`src/design/mbsi_regs.svh`:
```
/*
 * constants for the memory bus slave front end: field positions, decode
 * values and timing counts.
 * assumes it is included by the package, the design module, the master model and the bench.
 */
`ifndef MBSI_REGS_SVH
`define MBSI_REGS_SVH

// ----------------------------------------------------------------------
// multiplexed line fields
// ----------------------------------------------------------------------
`define MBSI_LINE_W 22
`define MBSI_DATA_W 16
`define MBSI_BAD0_BIT 16
`define MBSI_BAD1_BIT 17
`define MBSI_CSR_LO 5
`define MBSI_CSR_HI 12
`define MBSI_CSR_MATCH_W 8
`define MBSI_PAGE_W 6
`define MBSI_BYTE_W 8

// ----------------------------------------------------------------------
// defaults for decode and timing
// ----------------------------------------------------------------------
`define MBSI_CSR_MATCH_DFLT 8'hFF
`define MBSI_MEM_PAGES_DFLT 6'h20
`define MBSI_ACCESS_NS 60
`define MBSI_CLK_NS 5
`define MBSI_ACCESS_CYC ((`MBSI_ACCESS_NS + `MBSI_CLK_NS - 1) / `MBSI_CLK_NS)
`define MBSI_CNT_W 8
`define MBSI_ZERO_CNT 8'h00
`define MBSI_ONE_CNT 8'h01

`endif

```
`src/design/mbsi_pkg.sv`:
```
/*
 * types for the memory bus slave front end.
 * assumes mbsi_regs.svh is on the include path.
 */
`include "mbsi_regs.svh"

package mbsi_pkg;

    // ------------------------------------------------------------------
    // bus cycle state
    // ------------------------------------------------------------------
    typedef enum logic [2:0] {
        MBSI_IDLE = 3'b000,
        MBSI_ADDR = 3'b001,
        MBSI_ARB = 3'b010,
        MBSI_TIME = 3'b011,
        MBSI_REPLY = 3'b100,
        MBSI_DONE = 3'b101
    } mbsi_state_t;

    typedef enum logic [1:0] {
        MBSI_SEL_NONE = 2'b00,
        MBSI_SEL_MEM = 2'b01,
        MBSI_SEL_CSR = 2'b10
    } mbsi_sel_t;

    // ------------------------------------------------------------------
    // array access port toward the storage
    // ------------------------------------------------------------------
    typedef struct packed {
        logic rd;
        logic wr;
        logic control_status_register;
        logic [1:0] byte_en;
        logic [`MBSI_LINE_W-1:0] addr;
        logic [`MBSI_DATA_W+1:0] wdata;
    } mbsi_mem_req_t;

    // ------------------------------------------------------------------
    // all module state
    // ------------------------------------------------------------------
    typedef struct packed {
        mbsi_state_t st;
        mbsi_sel_t sel;
        logic [`MBSI_LINE_W-1:0] addr;
        logic [`MBSI_LINE_W-1:0] dout;
        logic rd_req;
        logic wr_req;
        logic byte_wr;
        logic read_done;
        logic reply;
        logic drive;
        logic [`MBSI_CNT_W-1:0] cnt;
        mbsi_mem_req_t mem;
        logic granted;
    } mbsi_state_s_t;

endpackage

```
`src/design/mbsi_slave.sv`:
```
/*
 * bus slave front end of a memory module on an asynchronous backplane
 * bus: decodes the address, arbitrates against refresh, runs a fixed
 * access time, returns the reply handshake.
 * assumes all bus lines are already synchronous to clk and active high;
 * pad inversion and tristating are outside. the storage answers
 * mem_rdata with mem_bad_i within the access time.
 */
`timescale 1ns/1ps
`include "mbsi_regs.svh"

module mbsi_slave import mbsi_pkg::*; #(
    parameter logic [`MBSI_CSR_MATCH_W-1:0] CSR_MATCH = `MBSI_CSR_MATCH_DFLT,
    parameter logic [5:0] MEM_BASE_PAGE = 6'h00,
    parameter logic [5:0] MEM_PAGES = `MBSI_MEM_PAGES_DFLT,
    parameter int ACCESS_CYC = `MBSI_ACCESS_CYC
) (
    // clock and reset
    input wire logic clk,
    input wire logic reset,
    // backplane lines, sampled
    input wire logic [`MBSI_LINE_W-1:0] mux_data_address_lines_in,
    input wire logic write_byte_select,
    input wire logic io_page_select,
    input wire logic cycle_sync_strobe,
    input wire logic input_strobe,
    input wire logic output_strobe,
    // backplane lines, driven
    output logic [`MBSI_LINE_W-1:0] mux_data_address_lines_out,
    output logic mux_data_address_lines_oe,
    output logic slave_reply,
    // refresh arbitration
    input wire logic refresh_request,
    input wire logic refresh_busy,
    output logic access_busy,
    // storage port
    output mbsi_mem_req_t mem_req,
    input wire logic [`MBSI_DATA_W-1:0] mem_rdata,
    input wire logic mem_bad_i
);

    // ------------------------------------------------------------------
    // checks
    // ------------------------------------------------------------------
    // refuse counts the counter cannot hold and ranges past the top page
    if (ACCESS_CYC < 1 || ACCESS_CYC >= (1 << `MBSI_CNT_W)) begin : g_bad_access
        $error("access count out of range");
    end
    if (MEM_PAGES == '0 ||
        int'(MEM_BASE_PAGE) + int'(MEM_PAGES) > (1 << `MBSI_PAGE_W)) begin : g_bad_pages
        $error("memory range out of range");
    end

    localparam logic [`MBSI_CNT_W-1:0] ACC_N = ACCESS_CYC[`MBSI_CNT_W-1:0];

    mbsi_state_s_t s_q, s_d;

    logic io_page_select_internal;
    logic csr_hit, mem_hit;
    logic [`MBSI_PAGE_W-1:0] page;
    logic [`MBSI_DATA_W-1:0] wd;

    assign io_page_select_internal = io_page_select;
    assign page = mux_data_address_lines_in[`MBSI_LINE_W-1:`MBSI_LINE_W-`MBSI_PAGE_W];
    // ------------------------------------------------------------------
    // address decode
    // ------------------------------------------------------------------
    assign csr_hit = io_page_select_internal &&
        mux_data_address_lines_in[`MBSI_CSR_HI:`MBSI_CSR_LO] == CSR_MATCH;
    assign mem_hit = !io_page_select_internal && page >= MEM_BASE_PAGE &&
        (page - MEM_BASE_PAGE) < MEM_PAGES;
    assign wd = mux_data_address_lines_in[`MBSI_DATA_W-1:0];

    // ------------------------------------------------------------------
    // next state
    // ------------------------------------------------------------------
    always_comb begin
        s_d = s_q;
        s_d.mem.rd = 1'b0;
        s_d.mem.wr = 1'b0;
        unique case (s_q.st)
            MBSI_IDLE: begin
                // a fresh cycle needs sync high and our reply low
                if (cycle_sync_strobe && !s_q.reply) begin
                    s_d.addr = mux_data_address_lines_in;
                    s_d.sel = csr_hit ? MBSI_SEL_CSR :
                        (mem_hit ? MBSI_SEL_MEM : MBSI_SEL_NONE);
                    s_d.rd_req = !write_byte_select;
                    s_d.wr_req = write_byte_select;
                    s_d.read_done = 1'b0;
                    s_d.st = MBSI_ADDR;
                end
            end
            MBSI_ADDR: begin
                if (!cycle_sync_strobe) begin
                    s_d.st = MBSI_IDLE;
                end else if (s_q.sel == MBSI_SEL_NONE) begin
                    s_d.st = MBSI_ADDR;
                end else if (input_strobe && !s_q.read_done) begin
                    s_d.rd_req = 1'b1;
                    s_d.wr_req = 1'b0;
                    s_d.st = MBSI_ARB;
                end else if (output_strobe) begin
                    s_d.wr_req = 1'b1;
                    s_d.rd_req = 1'b0;
                    s_d.byte_wr = write_byte_select;
                    s_d.mem.wdata = {^wd[`MBSI_DATA_W-1:`MBSI_BYTE_W],
                        ^wd[`MBSI_BYTE_W-1:0], wd};
                    s_d.st = MBSI_ARB;
                end
            end
            MBSI_ARB: begin
                // refresh keeps the array until it finishes
                if (!refresh_request && !refresh_busy) begin
                    s_d.granted = 1'b1;
                    s_d.cnt = ACC_N;
                    s_d.mem.addr = s_q.addr;
                    s_d.mem.control_status_register = s_q.sel == MBSI_SEL_CSR;
                    s_d.mem.byte_en = !s_q.byte_wr ? 2'b11 :
                        (s_q.addr[0] ? 2'b10 : 2'b01);
                    s_d.mem.rd = s_q.rd_req;
                    s_d.mem.wr = s_q.wr_req;
                    s_d.st = MBSI_TIME;
                end
            end
            MBSI_TIME: begin
                s_d.cnt = s_q.cnt - `MBSI_ONE_CNT;
                if (s_q.cnt == `MBSI_ONE_CNT) begin
                    s_d.granted = 1'b0;
                    s_d.reply = 1'b1;
                    if (s_q.rd_req) begin
                        s_d.dout = {`MBSI_LINE_W{1'b0}};
                        s_d.dout[`MBSI_DATA_W-1:0] = mem_rdata;
                        s_d.dout[`MBSI_BAD0_BIT] = mem_bad_i;
                        s_d.dout[`MBSI_BAD1_BIT] = mem_bad_i;
                        s_d.drive = 1'b1;
                    end
                    s_d.st = MBSI_REPLY;
                end
            end
            MBSI_REPLY: begin
                if (s_q.rd_req ? !input_strobe : !output_strobe) begin
                    s_d.reply = 1'b0;
                    s_d.drive = 1'b0;
                    s_d.read_done = s_q.rd_req;
                    s_d.rd_req = 1'b0;
                    s_d.wr_req = 1'b0;
                    s_d.st = MBSI_DONE;
                end
            end
            MBSI_DONE: begin
                // modify-write may follow the read inside the same sync
                s_d.st = cycle_sync_strobe ? MBSI_ADDR : MBSI_IDLE;
            end
            default: begin
                s_d.st = MBSI_IDLE;
            end
        endcase
    end

    always_ff @(posedge clk or posedge reset) begin
        if (reset) begin
            s_q <= '0;
        end else begin
            s_q <= s_d;
        end
    end

    // ------------------------------------------------------------------
    // outputs straight from state; never a master
    // ------------------------------------------------------------------
    assign mux_data_address_lines_out = s_q.dout;
    assign mux_data_address_lines_oe = s_q.drive;
    assign slave_reply = s_q.reply;
    assign access_busy = s_q.granted;
    assign mem_req = s_q.mem;
endmodule

```
`config.mk`:
```
export PLATFORM = sky130hd
export DESIGN_NAME = mbsi_slave
export DESIGN_NICKNAME = d
export VERILOG_FILES = /design/src/design/mbsi_pkg.sv /design/src/design/mbsi_slave.sv
export VERILOG_INCLUDE_DIRS = /design/src /design/src/design
export SDC_FILE = /design/constraint.sdc
export NUM_CORES = 1
export LEC_CHECK = 0
export BUFFER_PORTS_ARGS = -buffer_cell sky130_fd_sc_hd__buf_2
export CAP_MARGIN = 20
export CORE_MARGIN = 5
export CORE_UTILIZATION = 40
export DETAILED_ROUTE_END_ITERATION = 6
export HOLD_SLACK_MARGIN = 0.06
export SLEW_MARGIN = 10
export SYNTH_ARGS = -nofsm -noshare
export SYNTH_HDL_FRONTEND = slang
export SYNTH_SLANG_ARGS = --single-unit
```
`constraint.sdc`:
```
create_clock -name clk -period 7.3 [get_ports clk]
set_input_delay 1.095 -clock clk [delete_from_list [all_inputs] [get_ports clk]]
set_output_delay 1.095 -clock clk [all_outputs]
set_load 0.02 [all_outputs]
```
# [Word level (Yosys, flattened, before mapping)]
# Cells that the tools add are included.
[word_totals] regBits=104 input_bits=48 out_inout_bits=70 word_cells=108
[classes] addsub=1 order_cmp=2 eq_ne=17 mux=35 bitwise=2 n_reduce_logical=33
[op_table] operator="$mux 27" count=2
[op_table] operator="$mux 35" count=1
[op_table] operator="$mux 3" count=11
[op_table] operator="$pmux 3 s6" count=1
[op_table] operator="$pmux 8 s2" count=1
[op_table] operator="$reduce_xor 8->1" count=2
[op_table] operator="$mux 2" count=7
[op_table] operator="$ne 2x2->1 const B" count=7
[op_table] operator="$reduce_and 3->1" count=4
[op_table] operator="$reduce_and 5->1" count=2
[op_table] operator="$eq 8x1->1 const B" count=1
[op_table] operator="$eq 8x8->1 const B" count=1
[op_table] operator="$logic_not 1->1" count=8
[op_table] operator="$mux 1" count=8
[op_table] operator="$sub 8x1->8 const B" count=1
[op_table] operator="$eq 3x2->1 const B" count=2
[op_table] operator="$eq 3x3->1 const B" count=2
[op_table] operator="$ge 6x1->1 const B" count=1
[op_table] operator="$logic_and 1x1->1" count=6
[op_table] operator="$lt 6x6->1 const B" count=1
[op_table] operator="$pmux 2 s3" count=1
[op_table] operator="$reduce_and 2->1" count=3
[op_table] operator="$reduce_and 6->1" count=1
[op_table] operator="$reduce_bool 2->1" count=3
[op_table] operator="11 further kinds" count=13

# [Logic depth before layout (Yosys ltp)]
# Gate-level depths: netlist of the first run.
[depth] ltp_word=7 depth_mapped=7 ltp_nobuf=6

# [Worst setup path before layout of the first run]
# OpenSTA, ideal clock, no wires.
[synth_timing] path_type="input port to flip-flop" from="input cycle_sync_strobe" to="register s_q, in the netlist mem_req[0]" setup_ps=125 arrival_time_ps=2482 required_ps=7175 slack_ps=4693 stages=5 n_path_buf=1 cell_sequence="or3b_1 -> or3_4 -> nor2_8 -> buf_12 -> mux2_4"
[synth_via] elab_chain_cells=1
[synth_rtl] element="start, declared" line="mbsi_slave.sv:25" rtl="input wire logic cycle_sync_strobe,"
[synth_rtl] element="$reduce_and 5->1 (no line)"
[synth_rtl] element="end signal, assigned" line="mbsi_slave.sv:163" rtl="s_q <= '0;"
[synth_rtl] element="end signal, assigned" line="mbsi_slave.sv:165" rtl="s_q <= s_d;"
[synth_rtl] element="end, declared" line="mbsi_slave.sv:56" rtl="mbsi_state_s_t s_q, s_d;"
# No other way between the ends.
# A chain may end at the register's enable or synchronous reset.

# [Final worst setup path of the first run]
[layout_timing] from="input cycle_sync_strobe" to="register s_q, in the netlist mem_req[16]"
# Same word-level chain as after synthesis.

==> flow_summary.json, run 1 <==
{
  "crit_type": "primary input to register",
  "clock-sinks": 104,
  "syn_inst": 428,
  "track_usage_pct": 14.0,
  "cp_max_fo": 19,
  "min_period_over_period_pct": 35.0,
  "final_antenna_net_count": 0,
  "drt_iter0_drc": 91,
  "initial_core_util_pct": 41.1,
  "drive_above_1_share_pct": 41.4,
  "ys_ff_latch": 104,
  "finalSetupTns_ns": 0,
  "power.density_nw_per_um2": 367,
  "vias": 3071,
  "dp_hpwl_mm": 6.98,
  "syn_area_um2": 4950,
  "swShare_pct": 35.8,
  "synth_ff_type": "dfrtp_1",
  "rows": 40,
  "grt_pass1_vias": 3254,
  "yosys_warnings": 0,
  "finalSetupViolCount": 0,
  "rsz0062_at_grt": "no",
  "synth.distinct_cells": 50,
  "final.setup_skew_ns": 0.00714,
  "cts_hold_buf": 0,
  "cts_tree": "yes",
  "crit_start": "cycle_sync_strobe",
  "root_buffer": "clkbuf_16",
  "critPathArrivalTime_ns": 2.77,
  "slowest_stage": "or3b_1",
  "io_buffer_count": 113,
  "wl_mm": 9.85,
  "grt_pass1_wl_mm": 16.4,
  "drc_errors": 0,
  "detail_route.wl_per_cell_um": 15.1,
  "multi_input_area_um2": 1740,
  "critPathMaxStageDelay_ns": 0.40,
  "areaGrowthSynthToFinish_pct": 11.2,
  "boundaryPins": 118,
  "synth.yosys.seq_area_share_pct": 52.6,
  "seq_area_um2": 2600,
  "vias_per_cell": 4.70,
  "die_h_um": 121,
  "die_width_um": 121,
  "core_um2": 12100,
  "cts_max_level": 3,
  "reg2reg_from": "s_q[108]$_DFFE_PP0P_",
  "yosysTopAreaCell": "dfrtp_1",
  "p_leak_nw": 2.78,
  "power_frac_comb_pct": 32.6,
  "yosysMostFrequentCell": "dfrtp_1",
  "diodes": 0,
  "drv_cap": 0,
  "p_seq_share_pct": 43.6,
  "synth_top_area_share_pct": 52.6,
  "power.share.clock_pct": 23.8,
  "worstRegToRegCells": 4,
  "synth_common_cells": "dfrtp_1, nand2_1, buf_4",
  "ir_drop_v": 0.000166,
  "r2r_slack_ns": 5.02,
  "status": "finished, final reports clean",
  "dieArea_um2": 14700,
  "clk_pin_slew_worst_paths_ns": 0.06,
  "grt_overflow": 0,
  "timing.fmax_mhz": 392,
  "cts_setup_buffers": 0,
  "total_power_mw": 2.02,
  "syn_area_per_cell_um2": 11.6,
  "final-max-slew-violation-count": 0,
  "place_congestion": 0.855,
  "cts_made_buffers": 9,
  "p_int_mw": 1.30,
  "worstPathCellList": "buf_2, or3b_1, or3_4, nor2_8, mux2_2",
  "crit_required_ns": 7.52,
  "fillCellCount": 1148,
  "cts_buffer_depth": 2,
  "worstMarginPinSlew_ns": 0.750,
  "grt_max_degree": 82,
  "synth_area_leaders": "dfrtp_1, mux2_2, buf_4",
  "cp-endpoint": "mem_req[16]$_DFFE_PP0P_",
  "num-nets-final": 530,
  "end_kind": "register",
  "p_switching_mw": 0.722,
  "first_pass_iters": 4,
  "relSlewSlack_pct": 49.8,
  "synth_edf_count": 0,
  "min_period_ns": 2.55,
  "worst_setup_path_start_kind": "primary input",
  "cts_resized": 0,
  "min_path_type": "register to register",
  "hold_viol_final": 0,
  "antenna_found_initial": 0,
  "timing.rr.end": "mem_req[16]$_DFFE_PP0P_",
  "synth_async_sr_flop_share_pct": 100,
  "clk_latency_ns": 0.33
}
worst min-delay path by stage:
stage                                        from                      end  slack (ns)  cells after the start
after floorplan               s_q[92]$_DFFE_PP0P_  mem_req[28]$_DFFE_PP0P_        0.43                      2
after global placement        s_q[99]$_DFFE_PP0P_  mem_req[35]$_DFFE_PP0P_        0.44                      2
after detailed placement      s_q[97]$_DFFE_PP0P_  mem_req[33]$_DFFE_PP0P_        0.45                      2
after CTS                    s_q[101]$_DFFE_PP0P_  mem_req[37]$_DFFE_PP0P_        0.47                      2
after global routing      mem_req[27]$_DFFE_PP0P_  mem_req[27]$_DFFE_PP0P_        0.50                      2
final                         s_q[90]$_DFFE_PP0P_  mem_req[26]$_DFFE_PP0P_        0.46                      2
final cells by class:
| type | count | area share [%] |
|---|---|---|
| inverters | 9 | 0.659 |
| flip-flops and latches | 104 | 47.3 |
| clock inverters | 4 | 0.954 |
| repair buffers | 118 | 11.2 |
| multi-input cells | 238 | 31.7 |
| well taps | 168 | 3.82 |
| clock buffers | 12 | 4.48 |
state kept, by name, indices dropped and copies added, names as in the netlist:
register                    count
mem_req                        45
s_q                            39
mux_data_address_lines_out     17
access_busy                     1
mux_data_address_lines_oe       1
slave_reply                     1
power groups by stage:
stage / Combinational (mW) / Clock (mW) / Sequential (mW)
after global routing: 0.724 / 0.523 / 0.907
after CTS: 0.672 / 0.499 / 0.882
after global placement: 0.658 / 0 / 0.882
final: 0.659 / 0.481 / 0.880
after floorplan: 0.644 / 0 / 0.853
after detailed placement: 0.670 / 0 / 0.890
layer usage:
layer / track usage (%) / routed length (um)
met2: 22.7 / 4690
met4: 3.78 / 72
met5: 0 / 0
met3: 4.76 / 686
met1: 17.8 / 4400
cells by family (layout without fill, tap and decap cells):
logic type | after synthesis | in the layout | synth area share, %
other | 1 | 4 | 0.0757
muxes | 65 | 65 | 15.4
adders and majority gates | 2 | 2 | 0.505
buffers and inverters | 89 | 143 | 12.6
DFF | 104 | 104 | 52.6
and+or+nand+nor | 122 | 122 | 12.2
AOI/OAI and AO/OA | 29 | 29 | 3.74
xor gates and xnor gates | 16 | 16 | 2.83
placed cells by master, fill, tap and decap left out, types with 4 or more instances in the layout:
master,synthesis,final
mux2_2,50,50
conb_1,1,4
nor2_1,10,10
mux2_4,10,10
buf_4,70,4
buf_2,4,113
o21ai_0,10,10
mux2i_1,4,4
nand3_1,6,6
xnor2_1,14,14
o22ai_1,4,4
dfrtp_1,104,104
clkbuf_16,0,9
inv_1,9,8
nand2_1,79,79
worst max-delay path, delay by kind of cell:
kind,cells,cell delay [ns]
buf+inv,1,0.10
mux,1,0.39
simple gates,3,1.18
per-stage QoR:
step	cells	worst slack (ns)	hold WS (ns)	area, um^2	utilization, %
after floorplan	431	3.47	0.432	4960	-
final	653	4.75	0.465	5510	45.7
after CTS	652	4.75	0.468	5490	45.5
after global routing	653	4.70	0.495	5510	45.7
after detailed placement	636	4.38	0.451	5190	43.0
after global placement	636	4.43	0.445	5190	43.0
Note: power is estimated with default switching activity, not from simulation.
==> inputs of run 2 (changes only) <==
- clock period: 7.3 -> 2.05 ns (I/O delays scaled with it)
==> flow_summary.json, run 2 (synthesized netlist as in run 1, its figures left out) <==
{
  "placed_cell_area_um2": 5330,
  "detail_route.wl_per_cell_um": 14.8,
  "io_buffer_count": 113,
  "ir_drop_v": 0.000674,
  "cts_made_buffers": 9,
  "rsz0062_at_grt": "no",
  "timing.fmax_mhz": 513,
  "reg2reg_from": "s_q[108]$_DFFE_PP0P_",
  "critPathMaxStageDelay_ns": 0.42,
  "grt_pass1_wl_mm": 16.0,
  "core_um2": 12100,
  "dieArea_um2": 14700,
  "drive_above_1_share_pct": 42.7,
  "grt_max_degree": 44,
  "drt_iter0_drc": 130,
  "dp.cells": 645,
  "most-common-layout-cells": "buf_2, dfrtp_1, nand2_1",
  "clk_pin_slew_worst_paths_ns": 0.07,
  "drc_errors": 0,
  "finalSetupTns_ns": 0,
  "worstPathCellList": "or3b_1, or3_4, nor2_8, buf_12, mux2_2",
  "end_kind": "register",
  "final-max-slew-violation-count": 0,
  "final_common_cell": "buf_2",
  "crit_required_ns": 2.28,
  "largest_reg_flops": 45,
  "cts_buffer_depth": 2,
  "clock-sinks": 104,
  "fin_area_um2": 5620,
  "min_path_type": "primary input to register",
  "p_leak_nw": 2.82,
  "status": "finished, final reports clean",
  "min_period_over_period_pct": 95.1,
  "pre_cts_slack_ns": 0.0825,
  "vias_per_cell": 4.63,
  "path_delay_family": "simple AND/OR/NAND/NOR gates",
  "root_buffer": "clkbuf_16",
  "critPathArrivalTime_ns": 2.18,
  "crit_start": "s_q[108]$_DFFE_PP0P_",
  "boundaryPins": 118,
  "worst_setup_path_start_kind": "register",
  "hold_viol_final": 0,
  "cts_resized": 0,
  "worstRegToRegCells": 5,
  "cp-endpoint": "mem_req[16]$_DFFE_PP0P_",
  "crit_type": "register to register",
  "grt_pass1_vias": 3104,
  "cp_num_buf_inv": 1,
  "timing.rr.end": "mem_req[16]$_DFFE_PP0P_",
  "rows": 40,
  "r2r_slack_ns": 0.1,
  "wl_mm": 9.77,
  "power.density_nw_per_um2": 1270,
  "holdWs_ns": 0.187,
  "min_period_ns": 1.95,
  "track_usage_pct": 13.8,
  "cts_hold_buf": 1,
  "cts_setup_buffers": 0,
  "relSlewSlack_pct": 66.7,
  "final_cells": 662,
  "diodes": 0,
  "die_h_um": 121,
  "antenna_found_initial": 0,
  "worstMarginPinSlew_ns": 0.499,
  "cts_max_level": 3,
  "min_from": "mux_data_address_lines_in[19]",
  "grt_overflow": 0,
  "final.setup_skew_ns": 0.00496,
  "cts_tree": "yes",
  "cp.depth": 5,
  "areaGrowthSynthToFinish_pct": 13.5,
  "clk_latency_ns": 0.35,
  "final_antenna_net_count": 0,
  "num-nets-final": 539,
  "slowest_stage": "or3b_1",
  "dp_hpwl_mm": 7.07,
  "first_pass_iters": 4,
  "die_width_um": 121,
  "finalSetupViolCount": 0,
  "initial_core_util_pct": 41.1,
  "vias": 3067,
  "fin_ws_ns": 0.0999,
  "cp_max_fo": 10,
  "place_congestion": 0.888,
  "drv_cap": 0
}
run 2: changes by cell type in the layout (fill, tap and decap cells not counted), sizes merged:
cell | before | now
buf | 118 | 126
dlygate4sd3 | 0 | 1
bufinv | 1 | 0
clkbuf | 12 | 9
clkinv | 2 | 4
clkinvlp | 0 | 2
run 2: per-layer routing:
layer	global-route usage, %	wire (um)
met2	21.5	4420
met3	4.99	756
met4	4.90	176
met1	17.9	4410
met5	0	0
run 2: worst min-delay path by stage:
| stage | endpoint | slack, ns | cells past startpoint |
|---|---|---|---|
| final | s_q[101]$_DFFE_PP0P_ | 0.19 | 2 |
| after global routing | s_q[98]$_DFFE_PP0P_ | 0.17 | 2 |
| after CTS | s_q[101]$_DFFE_PP0P_ | 0.17 | 2 |
| after detailed placement | mux_data_address_lines_out[5]$_DFFE_PP0P_ | 0.37 | 2 |
| after global placement | mem_req[19]$_DFFE_PP0P_ | 0.37 | 2 |
| after floorplan | mem_req[28]$_DFFE_PP0P_ | 0.43 | 2 |
run 2: through the flow:
stage | utilization (%) | power (mW)
CTS | 46.6 | 7.27
global route | 46.6 | 7.63
detailed placement | 44.2 | 5.62
finish | 46.6 | 7.16
floorplan | - | 5.33
global placement | 44.2 | 5.56
run 2: worst register-to-register path: stages, from the launching register on:
cell and delay (ns):
dfrtp_1 0.38, or3b_1 0.42, or3_4 0.39, nor2_8 0.16
buf_12 0.16, mux2_2 0.33
run 2: area by class of cell:
class	instances	area, um^2
clock buffers	9	225
clock inverters	7	55.1
fillers	1159	6440
inverters	9	37.5
multi-input cells	238	1740
flip-flops and latches	104	2600
well taps	168	210
repair buffers	127	748
run 2: where the power goes:
| part | switching (mW) | internal [mW] |
|---|---|---|
| Clock | 0.786 | 0.837 |
| Combinational | 1.44 | 1.00 |
| Sequential | 0.412 | 2.68 |
| Total | 2.63 | 4.52 |
